==> src/sidc_pkg.sv <==
// Constants, codes and register map of the status indicator and display block
package sidc_pkg;
   // Clock and timing, times in their own units
   localparam int unsigned CLK_HZ      = 100_000_000;
   localparam int unsigned REC_TIME_S  = 10;
   localparam int unsigned FREE_TIME_S = 5;
   localparam int unsigned BLINK_MS    = 250;
   localparam int unsigned ITEM_MS     = 1000;
   localparam int unsigned REC_CYC     = REC_TIME_S * CLK_HZ;
   localparam int unsigned FREE_CYC    = FREE_TIME_S * CLK_HZ;
   localparam int unsigned BLINK_CYC   = BLINK_MS * (CLK_HZ / 1000);
   localparam int unsigned ITEM_CYC    = ITEM_MS * (CLK_HZ / 1000);

   // Geometry
   localparam int unsigned DISP_CHARS = 24;
   localparam int unsigned NCH        = 2;

   // APB register byte offsets
   localparam logic [7:0] OFS_CTRL = 8'h00;
   localparam logic [7:0] OFS_STAT = 8'h04;
   localparam logic [7:0] OFS_IRQS = 8'h08;
   localparam logic [7:0] OFS_IRQM = 8'h0c;
   localparam logic [7:0] OFS_DIAG = 8'h10;

   // Field positions and reset values
   localparam int unsigned CTRL_BLANK = 0;
   localparam int unsigned CTRL_ROT   = 1;
   localparam int unsigned IRQ_DIAG   = 0;
   localparam int unsigned IRQ_LOCK   = 1;
   localparam int unsigned IRQ_REC    = 2;
   localparam int unsigned IRQ_PING   = 3;
   localparam int unsigned IRQ_W      = 4;
   localparam logic [1:0]  CTRL_RST   = 2'h0;
   localparam logic [3:0]  IRQM_RST   = 4'h0;

   // Display content codes; 0 to 5 equal the boot item index on purpose
   localparam logic [3:0] SRC_TYPE   = 4'h0;
   localparam logic [3:0] SRC_SW     = 4'h1;
   localparam logic [3:0] SRC_SN     = 4'h2;
   localparam logic [3:0] SRC_NAME   = 4'h3;
   localparam logic [3:0] SRC_IP     = 4'h4;
   localparam logic [3:0] SRC_WLS    = 4'h5;
   localparam logic [3:0] SRC_CFGREQ = 4'h6;
   localparam logic [3:0] SRC_DATE   = 4'h7;
   localparam logic [3:0] SRC_SIG    = 4'h8;
   localparam logic [3:0] SRC_LEVEL  = 4'h9;
   localparam logic [3:0] SRC_PAIR   = 4'ha;
   localparam logic [3:0] SRC_PEND   = 4'hb;
   localparam logic [3:0] SRC_XFER   = 4'hc;
   localparam logic [3:0] SRC_PING   = 4'hd;
   localparam logic [3:0] SRC_DIAG   = 4'he;

   // Boot item indices
   localparam logic [3:0] BOOT_I_CFG   = 4'h6;
   localparam logic [3:0] BOOT_I_SIG   = 4'h7;
   localparam logic [3:0] BOOT_I_LVL   = 4'h8;
   localparam logic [3:0] BOOT_LAST_NC = 4'h6;
   localparam logic [3:0] BOOT_LAST_C  = 4'h8;

   // Diagnostic classes and message origins
   localparam logic [2:0] CLS_F    = 3'h0;
   localparam logic [2:0] CLS_E    = 3'h1;
   localparam logic [2:0] CLS_U    = 3'h2;
   localparam logic [2:0] CLS_I    = 3'h3;
   localparam logic [2:0] CLS_P    = 3'h4;
   localparam logic [1:0] ORIG_A   = 2'h0;
   localparam logic [1:0] ORIG_B   = 2'h1;
   localparam logic [1:0] ORIG_DEV = 2'h2;

   typedef enum logic {SIDC_BOOT, SIDC_RUN} sidc_state_t;
endpackage : sidc_pkg

==> src/sidc_top.sv <==
// Indicator lights, text display selection and error recovery with APB registers
//
// Operation
// - Six lights, lights 1-3 show channel A, lights 4-6 show channel B.
// - Bicolor light dark unpowered, red outputs off, flashing on error, green on.
// - Yellow off without interlock, flashing when field occupied, steady when blocked.
// - Blue light on while the warning field is interrupted.
// - Normal operation shows the monitored field pair on the display.
// - Unconfigured boot cycles identity items and request banner, then angles.
// - Configured boot cycles identity, date, signature, angles, then normal view.
// - Pending banner until download confirmed, then active banner during transfer.
// - Identification request shows identify banner with device name.
// - Diagnostic shows class letter F, E, U, I or P and a code.
// - Non-locking errors recover after ten seconds without restarting the machine.
// - Blocking errors lock until power is removed and reapplied.
// - After field free about five seconds display returns to normal.
// - Settings blank the display or rotate it by 180 degrees.
// - Messages name channel or device, followed by code.
//
// Decided for this implementation: the APB slave port and the register offsets.
`timescale 1ns/100ps
module sidc_top #(
   parameter logic [31:0] REC_CYCLES   = sidc_pkg::REC_CYC,
   parameter logic [31:0] FREE_CYCLES  = sidc_pkg::FREE_CYC,
   parameter logic [31:0] BLINK_CYCLES = sidc_pkg::BLINK_CYC,
   parameter logic [31:0] ITEM_CYCLES  = sidc_pkg::ITEM_CYC
) (
   input  wire logic                     clk_sys,
   input  wire logic                     rst,
   input  wire logic [7:0]               paddr,
   input  wire logic                     psel,
   input  wire logic                     penable,
   input  wire logic                     pwrite,
   input  wire logic [31:0]              pwdata,
   output logic      [31:0]              prdata,
   output logic                          pready,
   output logic                          pslverr,
   input  wire logic [sidc_pkg::NCH-1:0] chanOn,
   input  wire logic [sidc_pkg::NCH-1:0] safeOutOn,
   input  wire logic [sidc_pkg::NCH-1:0] chanErr,
   input  wire logic [sidc_pkg::NCH-1:0] interlockOn,
   input  wire logic [sidc_pkg::NCH-1:0] interlockBlocked,
   input  wire logic [sidc_pkg::NCH-1:0] protOcc,
   input  wire logic [sidc_pkg::NCH-1:0] warnOcc,
   input  wire logic [7:0]               pairA,
   input  wire logic [7:0]               pairB,
   input  wire logic [7:0]               angleH,
   input  wire logic [7:0]               angleV,
   input  wire logic                     bootDone,
   input  wire logic                     cfgPresent,
   input  wire logic                     xferPending,
   input  wire logic                     xferConfirmed,
   input  wire logic                     xferActive,
   input  wire logic                     pingReq,
   input  wire logic                     diagValid,
   input  wire logic [2:0]               diagClass,
   input  wire logic [9:0]               diagCode,
   input  wire logic [1:0]               diagOrigin,
   input  wire logic                     diagLocking,
   output logic      [sidc_pkg::NCH-1:0] ledRed,
   output logic      [sidc_pkg::NCH-1:0] ledGreen,
   output logic      [sidc_pkg::NCH-1:0] ledYellow,
   output logic      [sidc_pkg::NCH-1:0] ledBlue,
   output logic      [3:0]               dispSrc,
   output logic      [15:0]              dispArg,
   output logic                          dispBlank,
   output logic                          dispRotate,
   output logic                          recoverReq,
   output logic                          irq
);
   import sidc_pkg::*;

   logic [1:0]        ctrl_reg;
   logic [IRQ_W-1:0]  irqStat_reg;
   logic [IRQ_W-1:0]  irqMask_reg;
   logic [IRQ_W-1:0]  irqSet;
   logic [IRQ_W-1:0]  irqClr;
   logic              lock_reg;
   logic              errActive_reg;
   logic              msgShow_reg;
   logic [2:0]        class_reg;
   logic [9:0]        code_reg;
   logic [1:0]        origin_reg;
   logic [31:0]       recCnt_reg;
   logic [31:0]       freeCnt_reg;
   logic [31:0]       blinkCnt_reg;
   logic              blink_reg;
   logic [31:0]       itemCnt_reg;
   logic [3:0]        bootIdx_reg;
   logic [31:0]       pingCnt_reg;
   sidc_state_t       state_reg;
   logic              access;
   logic              wrDone;
   logic              hit;
   logic [31:0]       rdMux;
   logic              recFire;
   logic              freeDone;
   logic              newDiag;
   logic              pingShow;
   logic [3:0]        bootSrc;
   logic [3:0]        src_next;
   logic [15:0]       arg_next;
   logic [NCH-1:0]    faulted;

   // First access cycle; the answer follows one cycle later
   assign access = psel & penable & ~pready;
   assign wrDone = psel & penable & pready & pwrite;

   // Address decode and read data
   always_comb begin
      hit   = 1'b1;
      rdMux = 32'h0;
      case (paddr)
         OFS_CTRL: rdMux = {30'h0, ctrl_reg};
         OFS_STAT: rdMux = {24'h0, dispSrc, 1'b0, (state_reg == SIDC_BOOT), errActive_reg, lock_reg};
         OFS_IRQS: rdMux = {28'h0, irqStat_reg};
         OFS_IRQM: rdMux = {28'h0, irqMask_reg};
         OFS_DIAG: rdMux = {17'h0, origin_reg, class_reg, code_reg};
         default:  hit = 1'b0;
      endcase
   end

   // APB answer, registered so every output stays a flop
   always_ff @(posedge clk_sys or posedge rst) begin
      if (rst) begin
         pready  <= 1'b0;
         prdata  <= 32'h0;
         pslverr <= 1'b0;
      end else begin
         pready  <= access;
         pslverr <= access & ~hit;
         prdata  <= (access & ~pwrite) ? rdMux : 32'h0;
      end
   end

   // Control and mask registers
   always_ff @(posedge clk_sys or posedge rst) begin
      if (rst) begin
         ctrl_reg    <= CTRL_RST;
         irqMask_reg <= IRQM_RST;
      end else if (wrDone) begin
         if (paddr == OFS_CTRL) begin
            ctrl_reg <= pwdata[1:0];
         end
         if (paddr == OFS_IRQM) begin
            irqMask_reg <= pwdata[IRQ_W-1:0];
         end
      end
   end

   // Sticky events, a set in the clearing cycle wins
   assign irqClr = (wrDone && paddr == OFS_IRQS) ? pwdata[IRQ_W-1:0] : '0;
   always_comb begin
      irqSet           = '0;
      irqSet[IRQ_DIAG] = diagValid;
      irqSet[IRQ_LOCK] = newDiag & diagLocking;
      irqSet[IRQ_REC]  = recFire;
      irqSet[IRQ_PING] = pingReq;
   end

   always_ff @(posedge clk_sys or posedge rst) begin
      if (rst) begin
         irqStat_reg <= '0;
         irq         <= 1'b0;
      end else begin
         irqStat_reg <= (irqStat_reg & ~irqClr) | irqSet;
         irq         <= |(irqStat_reg & irqMask_reg);
      end
   end

   // Once locked, later messages cannot replace the locking one
   assign newDiag = diagValid & ~lock_reg;
   assign recFire = errActive_reg & ~lock_reg & ~diagValid & (recCnt_reg == REC_CYCLES - 32'h1);
   assign freeDone = (freeCnt_reg == FREE_CYCLES - 32'h1);

   // Diagnostic capture; class and code kept for display and readback
   always_ff @(posedge clk_sys or posedge rst) begin
      if (rst) begin
         class_reg  <= CLS_F;
         code_reg   <= 10'h0;
         origin_reg <= ORIG_DEV;
      end else if (newDiag) begin
         class_reg  <= diagClass;
         code_reg   <= diagCode;
         origin_reg <= diagOrigin;
      end
   end

   // Lock leaves only through reset, which stands for a power cycle
   always_ff @(posedge clk_sys or posedge rst) begin
      if (rst) begin
         lock_reg <= 1'b0;
      end else if (newDiag & diagLocking) begin
         lock_reg <= 1'b1;
      end
   end

   // Recovery timer restarts on every new error
   always_ff @(posedge clk_sys or posedge rst) begin
      if (rst) begin
         errActive_reg <= 1'b0;
         recCnt_reg    <= 32'h0;
         recoverReq    <= 1'b0;
      end else begin
         recoverReq <= recFire;
         if (newDiag) begin
            errActive_reg <= 1'b1;
            recCnt_reg    <= 32'h0;
         end else if (recFire) begin
            errActive_reg <= 1'b0;
            recCnt_reg    <= 32'h0;
         end else if (errActive_reg & ~lock_reg) begin
            recCnt_reg <= recCnt_reg + 32'h1;
         end
      end
   end

   // Recovery only asks; outputs still need the restart interlock, so no restart
   // Free-field timer saturates, any occupied channel restarts it
   always_ff @(posedge clk_sys or posedge rst) begin
      if (rst) begin
         freeCnt_reg <= 32'h0;
      end else if (|protOcc) begin
         freeCnt_reg <= 32'h0;
      end else if (!freeDone) begin
         freeCnt_reg <= freeCnt_reg + 32'h1;
      end
   end

   // Message stays until error gone and field free long enough
   always_ff @(posedge clk_sys or posedge rst) begin
      if (rst) begin
         msgShow_reg <= 1'b0;
      end else if (newDiag) begin
         msgShow_reg <= 1'b1;
      end else if (msgShow_reg & ~errActive_reg & ~lock_reg & freeDone) begin
         msgShow_reg <= 1'b0;
      end
   end

   // Shared blink divider keeps error and occupied flashing in phase
   always_ff @(posedge clk_sys or posedge rst) begin
      if (rst) begin
         blinkCnt_reg <= 32'h0;
         blink_reg    <= 1'b0;
      end else if (blinkCnt_reg == BLINK_CYCLES - 32'h1) begin
         blinkCnt_reg <= 32'h0;
         blink_reg    <= ~blink_reg;
      end else begin
         blinkCnt_reg <= blinkCnt_reg + 32'h1;
      end
   end

   // Boot phase steps through info items at a fixed dwell
   always_ff @(posedge clk_sys or posedge rst) begin
      if (rst) begin
         state_reg   <= SIDC_BOOT;
         itemCnt_reg <= 32'h0;
         bootIdx_reg <= 4'h0;
      end else begin
         case (state_reg)
            SIDC_BOOT: begin
               if (bootDone) begin
                  state_reg <= SIDC_RUN;
               end else if (itemCnt_reg == ITEM_CYCLES - 32'h1) begin
                  itemCnt_reg <= 32'h0;
                  if (bootIdx_reg >= (cfgPresent ? BOOT_LAST_C : BOOT_LAST_NC)) begin
                     bootIdx_reg <= 4'h0;
                  end else begin
                     bootIdx_reg <= bootIdx_reg + 4'h1;
                  end
               end else begin
                  itemCnt_reg <= itemCnt_reg + 32'h1;
               end
            end
            SIDC_RUN: begin
               itemCnt_reg <= 32'h0;
            end
            default: begin
               state_reg <= SIDC_BOOT;
            end
         endcase
      end
   end

   // Boot item to content code; the configured list shows date in place of the request and adds signature and angles
   always_comb begin
      case (bootIdx_reg)
         BOOT_I_CFG: bootSrc = cfgPresent ? SRC_DATE : SRC_CFGREQ;
         BOOT_I_SIG: bootSrc = SRC_SIG;
         BOOT_I_LVL: bootSrc = SRC_LEVEL;
         default:    bootSrc = bootIdx_reg;
      endcase
   end

   // Identify banner holds for one item dwell after each request
   always_ff @(posedge clk_sys or posedge rst) begin
      if (rst) begin
         pingCnt_reg <= 32'h0;
      end else if (pingReq) begin
         pingCnt_reg <= ITEM_CYCLES;
      end else if (pingCnt_reg != 32'h0) begin
         pingCnt_reg <= pingCnt_reg - 32'h1;
      end
   end
   assign pingShow = (pingCnt_reg != 32'h0);

   // Content priority: error, banners, then boot or normal view
   always_comb begin
      src_next = SRC_PAIR;
      arg_next = {pairA, pairB};
      if (msgShow_reg) begin
         src_next = SRC_DIAG;
         arg_next = {1'b0, origin_reg, class_reg, code_reg};
      end else if (xferActive) begin
         src_next = SRC_XFER;
      end else if (xferPending & ~xferConfirmed) begin
         src_next = SRC_PEND;
      end else if (pingShow) begin
         src_next = SRC_PING;
      end else if (state_reg == SIDC_BOOT) begin
         src_next = bootSrc;
         arg_next = {angleH, angleV};
      end else if (!cfgPresent) begin
         src_next = SRC_LEVEL;
         arg_next = {angleH, angleV};
      end
   end

   // Display outputs; blank and rotate passed to the character driver
   always_ff @(posedge clk_sys or posedge rst) begin
      if (rst) begin
         dispSrc    <= SRC_TYPE;
         dispArg    <= 16'h0;
         dispBlank  <= 1'b0;
         dispRotate <= 1'b0;
      end else begin
         dispSrc    <= src_next;
         dispArg    <= arg_next;
         dispBlank  <= ctrl_reg[CTRL_BLANK];
         dispRotate <= ctrl_reg[CTRL_ROT];
      end
   end

   // Lights, index 0 is channel A (lights 1-3), index 1 is B (lights 6-4)
   assign faulted = chanErr | {NCH{lock_reg}};
   for (genvar ch = 0; ch < NCH; ch++) begin : g_led
      always_ff @(posedge clk_sys or posedge rst) begin
         if (rst) begin
            ledRed[ch]    <= 1'b0;
            ledGreen[ch]  <= 1'b0;
            ledYellow[ch] <= 1'b0;
            ledBlue[ch]   <= 1'b0;
         end else begin
            ledRed[ch]    <= chanOn[ch] & (faulted[ch] ? blink_reg : ~safeOutOn[ch]);
            ledGreen[ch]  <= chanOn[ch] & ~faulted[ch] & safeOutOn[ch];
            ledYellow[ch] <= chanOn[ch] & interlockOn[ch] & (protOcc[ch] ? blink_reg : interlockBlocked[ch]);
            ledBlue[ch]   <= chanOn[ch] & warnOcc[ch];
         end
      end
   end

   // Checks
   a_lock_sticky: assert property (@(posedge clk_sys) disable iff (rst)
      lock_reg |=> lock_reg && !recoverReq) else $error("lock released or recovered");
   a_rec_time: assert property (@(posedge clk_sys) disable iff (rst)
      recFire |=> recoverReq && !errActive_reg && $past(recCnt_reg) == REC_CYCLES - 32'h1)
      else $error("recovery not at timeout");
   a_free_revert: assert property (@(posedge clk_sys) disable iff (rst)
      msgShow_reg && !errActive_reg && !lock_reg && !diagValid && freeDone |=> !msgShow_reg)
      else $error("display did not revert");
   a_green_on: assert property (@(posedge clk_sys) disable iff (rst)
      chanOn[0] && safeOutOn[0] && !faulted[0] |=> ledGreen[0] && !ledRed[0]) else $error("green missing");
   a_red_blink: assert property (@(posedge clk_sys) disable iff (rst)
      chanOn[0] && faulted[0] |=> !ledGreen[0] && ledRed[0] == $past(blink_reg)) else $error("error flash");
   a_yellow_occ: assert property (@(posedge clk_sys) disable iff (rst)
      chanOn[1] && interlockOn[1] && protOcc[1] |=> ledYellow[1] == $past(blink_reg))
      else $error("occupied flash");
   a_blue_warn: assert property (@(posedge clk_sys) disable iff (rst)
      ledBlue[1] |-> $past(warnOcc[1]) && $past(chanOn[1])) else $error("blue without warning");
   a_diag_first: assert property (@(posedge clk_sys) disable iff (rst)
      msgShow_reg |=> dispSrc == SRC_DIAG && dispArg[9:0] == $past(code_reg)) else $error("error not shown");
   a_xfer_banner: assert property (@(posedge clk_sys) disable iff (rst)
      !msgShow_reg && xferActive |=> dispSrc == SRC_XFER) else $error("transfer banner missing");
   a_ping_banner: assert property (@(posedge clk_sys) disable iff (rst)
      pingReq && !diagValid && !xferActive && !xferPending ##1 !msgShow_reg && !xferActive && !xferPending
      |=> dispSrc == SRC_PING) else $error("identify banner missing");
   a_pair_run: assert property (@(posedge clk_sys) disable iff (rst)
      dispSrc == SRC_PAIR |-> $past(state_reg) == SIDC_RUN && dispArg == {$past(pairA), $past(pairB)})
      else $error("pair shown outside normal view");
   a_blank_ctrl: assert property (@(posedge clk_sys) disable iff (rst)
      dispBlank == $past(ctrl_reg[CTRL_BLANK]) && dispRotate == $past(ctrl_reg[CTRL_ROT]))
      else $error("blank or rotate not applied");
endmodule : sidc_top

==> config.mk <==
export PLATFORM = sky130hd
export DESIGN_NAME = sidc_top
export DESIGN_NICKNAME = d
export VERILOG_FILES = /design/src/sidc_pkg.sv /design/src/sidc_top.sv
export SDC_FILE = /design/constraint.sdc
export NUM_CORES = 1
export LEC_CHECK = 0
export BUFFER_PORTS_ARGS = -buffer_cell sky130_fd_sc_hd__buf_2
export CAP_MARGIN = 20
export CORE_ASPECT_RATIO = 0.5
export CORE_MARGIN = 2
export CORE_UTILIZATION = 45
export CTS_CLUSTER_SIZE = 20
export DETAILED_ROUTE_END_ITERATION = 7
export HOLD_SLACK_MARGIN = 0.02
export PLACE_DENSITY = 0.68
export SYNTH_ARGS = -nofsm -noshare
export SYNTH_HDL_FRONTEND = slang
export SYNTH_SLANG_ARGS = --single-unit
==> constraint.sdc <==
create_clock -name clk_sys -period 24.3 [get_ports clk_sys]
set_input_delay 4.86 -clock clk_sys [delete_from_list [all_inputs] [get_ports clk_sys]]
set_output_delay 4.86 -clock clk_sys [all_outputs]
set_load 0.01 [all_outputs]
# Word level (Yosys, flattened, before mapping)
# Index checks and enable logic that the tools add are counted.
# classes
n_addsub	6
order_cmp	1
n_eq_ne	13
n_mux	41
n_bitwise	46
n_reduce_logical	13
# op_table
cell	n
$mux 32	11
$add 32x1->32 const B	4
$mux 16	6
$pmux 15 s5	1
$pmux 32 s2	1
$eq 32x25->1 const B	1
$eq 32x27->1 const B	1
$eq 32x29->1 const B	1
$eq 32x30->1 const B	1
$mux 4	8
$reduce_bool 32->1	1
$sub 32x1->32 const B	1
$and 1x1->1	27
$eq 8x4->1 const B	2
$not 1->1	14
$mux 1	12
$pmux 4 s3	1
$and 4x4->4	2
$eq 4x3->1 const B	2
$eq 8x3->1 const B	1
$eq 8x5->1 const B	1
$logic_not 8->1	1
$reduce_bool 2->1	3
$reduce_or 5->1	1
other kinds (15)	16
# totals
regBits	260
input_bits	114
output_inout_bits	66

# Depth between registers and ports, before layout
# depth
word_depth	8
ltp_mapped	9
depth_no_buf	7

# Worst setup path before layout
# No wires, ideal clock.
# synth_timing
path_type	input-to-reg
start	input paddr[1]
end	register irqMask_reg[0]
arrival_ps	6521
required_ps	24175
setup_slack_ps	17654
cell_stages	5
path_buffers	0
cell_sequence	or4_1 nor3_1 and3_1 nand2_1 mux2_2
# synth_via
elab_chain_len	2
# synth_rtl
element	line_no	text
start, declared	sidc_top.sv:30	input wire logic [7:0] paddr,
$eq 8x4->1	sidc_top.sv:145	if (paddr == OFS_IRQM) begin
$reduce_and 2->1 (no source line)	-	
end signal, assigned	sidc_top.sv:146	irqMask_reg <= pwdata[IRQ_W-1:0];
end, declared	sidc_top.sv:75	logic [IRQ_W-1:0] irqMask_reg;
# No other way between the ends.
# A chain may end at the register's enable or synchronous reset.

==> impl_metrics.toml <==
[synthesis]
yosysSeqAreaShare = 0.502
synth_edf_count = 0
synth.most_common_cell = "dfrtp_1"
ys_ff_latch = 243
synth_commonest_cells = "dfrtp_1 (242), nor2_1 (125), nand2_1 (106)"
ys_async_sr_fraction = 1.00
netlist_top_cells_area = "dfrtp_1 (50%), xor2_1 (4.1%), nor2_1 (3.9%)"
netlist_area_um2 = 12100
ys_warn_count = 0
synth_cell_type_count = 73
synth_top_cell_area_share = 0.500
synth_top_area_cell = "dfrtp_1"
synth.avg_cell_area_um2 = 9.77
ys.flop_type = "dfrtp_1"
synth_cells = 1240

[hold_path]
hold_path.class = "flop to flop"

[worst_setup_path]
setup.worst_path.start_class = "primary input"
cp_data_required_time_ps = 24820
path_max_fanout = 105
endpoint_kind = "async pin"
crit_type = "primary input to async pin"
cp.arrival_ps = 7170

[sta]
tns_ps = 0
holdWs_ps = 430
relSlewSlack = 0.266
hold_violations = 0
post-route-period-util = 0.274
slew_viol_final = 0
period_minus_slack_ps = 6650
setup_ws_ps = 17650
worst_pin_slew_ps = 1100
setup-violations-final = 0
rsz0062_at_grt = "no"
fmax_mhz = 150
finalClockSkew_ps = 7.58

[final_layout]
num_antenna_cells = 0
fillers = 2370
final_cell_area_um2 = 13800
area_growth_pct = 14.2
nets = 1488
drive_above_1_share = 0.167

[placed_design]
dp_worst_setup_slack_ps = 16940
finalWeightedCongestion = 0.848
hpwl_mm = 19.9
placed_area_um2 = 13100
port_buffers = 134

[global_route]
grt-ovfl-total = 0
antenna_found_initial = 0
grt_start_max_net_pins = 106
grt_pass1_vias = 9349
grt_use_met2 = 0.351
grt_first_pass_wirelength_mm = 47.6
busiest_layer = "met2"
track_usage = 0.204
grtUsageMet3 = 0.0306
use_met1 = 0.274

[drt]
first_pass_iters = 5
ant_nets = 0
avgRoutedWirePerCell_um = 16.6
vias = 9715
vias_per_cell = 5.62
drt_wl_total_mm = 28.7
drt_iter0_drc = 928
remaining_drc_errors = 0

[floorplan]
initial_core_util = 0.458
io_pins = 180
rows = 42
dieWidth_um = 236
dieArea_um2 = 28300
die_h_um = 120
core_um2 = 26400

[clock_network]
htreeDepth = 1
root_buffer = "clkbuf_16"
hold_buffers = 0
postCtsSetupBuffers = 0
clkSinkCount = 243
cts_buffers = 23
ctsResizeCount = 0
clk_latency_ps = 520
cts_tree = "built"
clk_pin_slew_worst_paths_ps = 70
cts_buffer_depth = 3

[power]
pwr-share-clk = 0.414
swShare = 0.248
power.internal_w = 0.000680
power_w = 0.000904
switching_power_w = 0.000224
combPwrFrac = 0.088
peakVddDrop_mv = 0.0445
p_seq_frac = 0.497
p_per_area_nw_per_um2 = 65.3
p_leak_nw = 5.99

[run_status]
outcome = "completed"

[flow_run]
cap_violations = 0
worst max-delay path, cell delays in order:
cell and delay (ps):
buf_2 130, inv_8 500, buf_4 760, buf_4 860
power by group through the flow:
stage	clock network, W	registers (W)	logic (W)
final	0.000375	0.000450	0.0000800
after floorplan	0	0.000451	0.0000538
after global routing	0.000398	0.000452	0.0000893
after CTS	0.000383	0.000449	0.0000811
after global placement	0	0.000455	0.0000778
after detailed placement	0	0.000456	0.0000803
placed cells by master, fill, tap and decap left out, types with 21 or more instances in the layout:
cell / netlist / layout
a21oi_1: 57 / 57
a31oi_1: 38 / 37
and3_1: 23 / 23
buf_2: 2 / 135
clkbuf_16: 0 / 23
dfrtp_1: 242 / 242
inv_1: 30 / 29
mux2_2: 21 / 21
nand2_1: 106 / 106
nand3_1: 69 / 69
nand4_1: 47 / 47
nor2_1: 125 / 125
nor2b_1: 28 / 27
nor3_1: 29 / 29
nor4_1: 36 / 36
o21ai_0: 27 / 27
or3_1: 25 / 25
xnor2_1: 38 / 38
xor2_1: 57 / 57
worst paths after layout:
| check | from | end | slack, ps | depth (start not counted) |
|---|---|---|---|---|
| setup / recovery | rst | dispArg[4]$_DFF_PP0_ | 17650 | 4 |
| hold / removal | ctrl_reg[0]$_DFFE_PP0P_ | dispBlank$_DFF_PP0_ | 430 | 0 |
| setup reg to reg | pingCnt_reg[2]$_DFFE_PP0P_ | dispArg[5]$_DFF_PP0_ | 20970 | 5 |
| hold reg to reg | ctrl_reg[0]$_DFFE_PP0P_ | dispBlank$_DFF_PP0_ | 430 | 0 |
| max in group clk_sys | paddr[1] | irqMask_reg[2]$_DFFE_PP0P_ | 17760 | 6 |
| min in group asynchronous | rst | itemCnt_reg[0]$_DFFE_PP0P_ | 4470 | 2 |
per-layer routing:
metal / up-vias / share of wire
met5: - / 0
li1: 4672 / -
met1: 4839 / 0.45
met4: 0 / 0.016
met2: 175 / 0.50
met3: 29 / 0.033
layout make-up:
class	count	area, um2	share of cell area
Multi-Input combinational cell	919	5680	0.410
Inverter	31	124	0.00895
Clock buffer	29	608	0.0439
Timing Repair Buffer	144	751	0.0542
Clock inverter	11	159	0.0115
Tap cell	352	440	0.0318
Sequential cell	243	6080	0.439
logic make-up (layout without fill, tap and decap cells):
family / Yosys count / after routing / synth area share
AOI/OAI and AO/OA: 183 / 183 / 0.0963
xor gates and xnor gates: 95 / 95 / 0.0687
adders and majority gates: 12 / 12 / 0.0124
buffers and inverters: 94 / 215 / 0.0359
DFF: 243 / 243 / 0.502
muxes: 32 / 32 / 0.0288
other: 1 / 17 / 0.000309
and+or+nand+nor: 580 / 580 / 0.256
per-stage QoR:
| stage | utilization | instances |
|---|---|---|
| global placement | 0.494 | 1686 |
| detailed placement | 0.494 | 1687 |
| global route | 0.524 | 1729 |
| finish | 0.524 | 1729 |
| CTS | 0.523 | 1727 |
| floorplan | - | 1256 |
(Power assumes the default switching activity.)
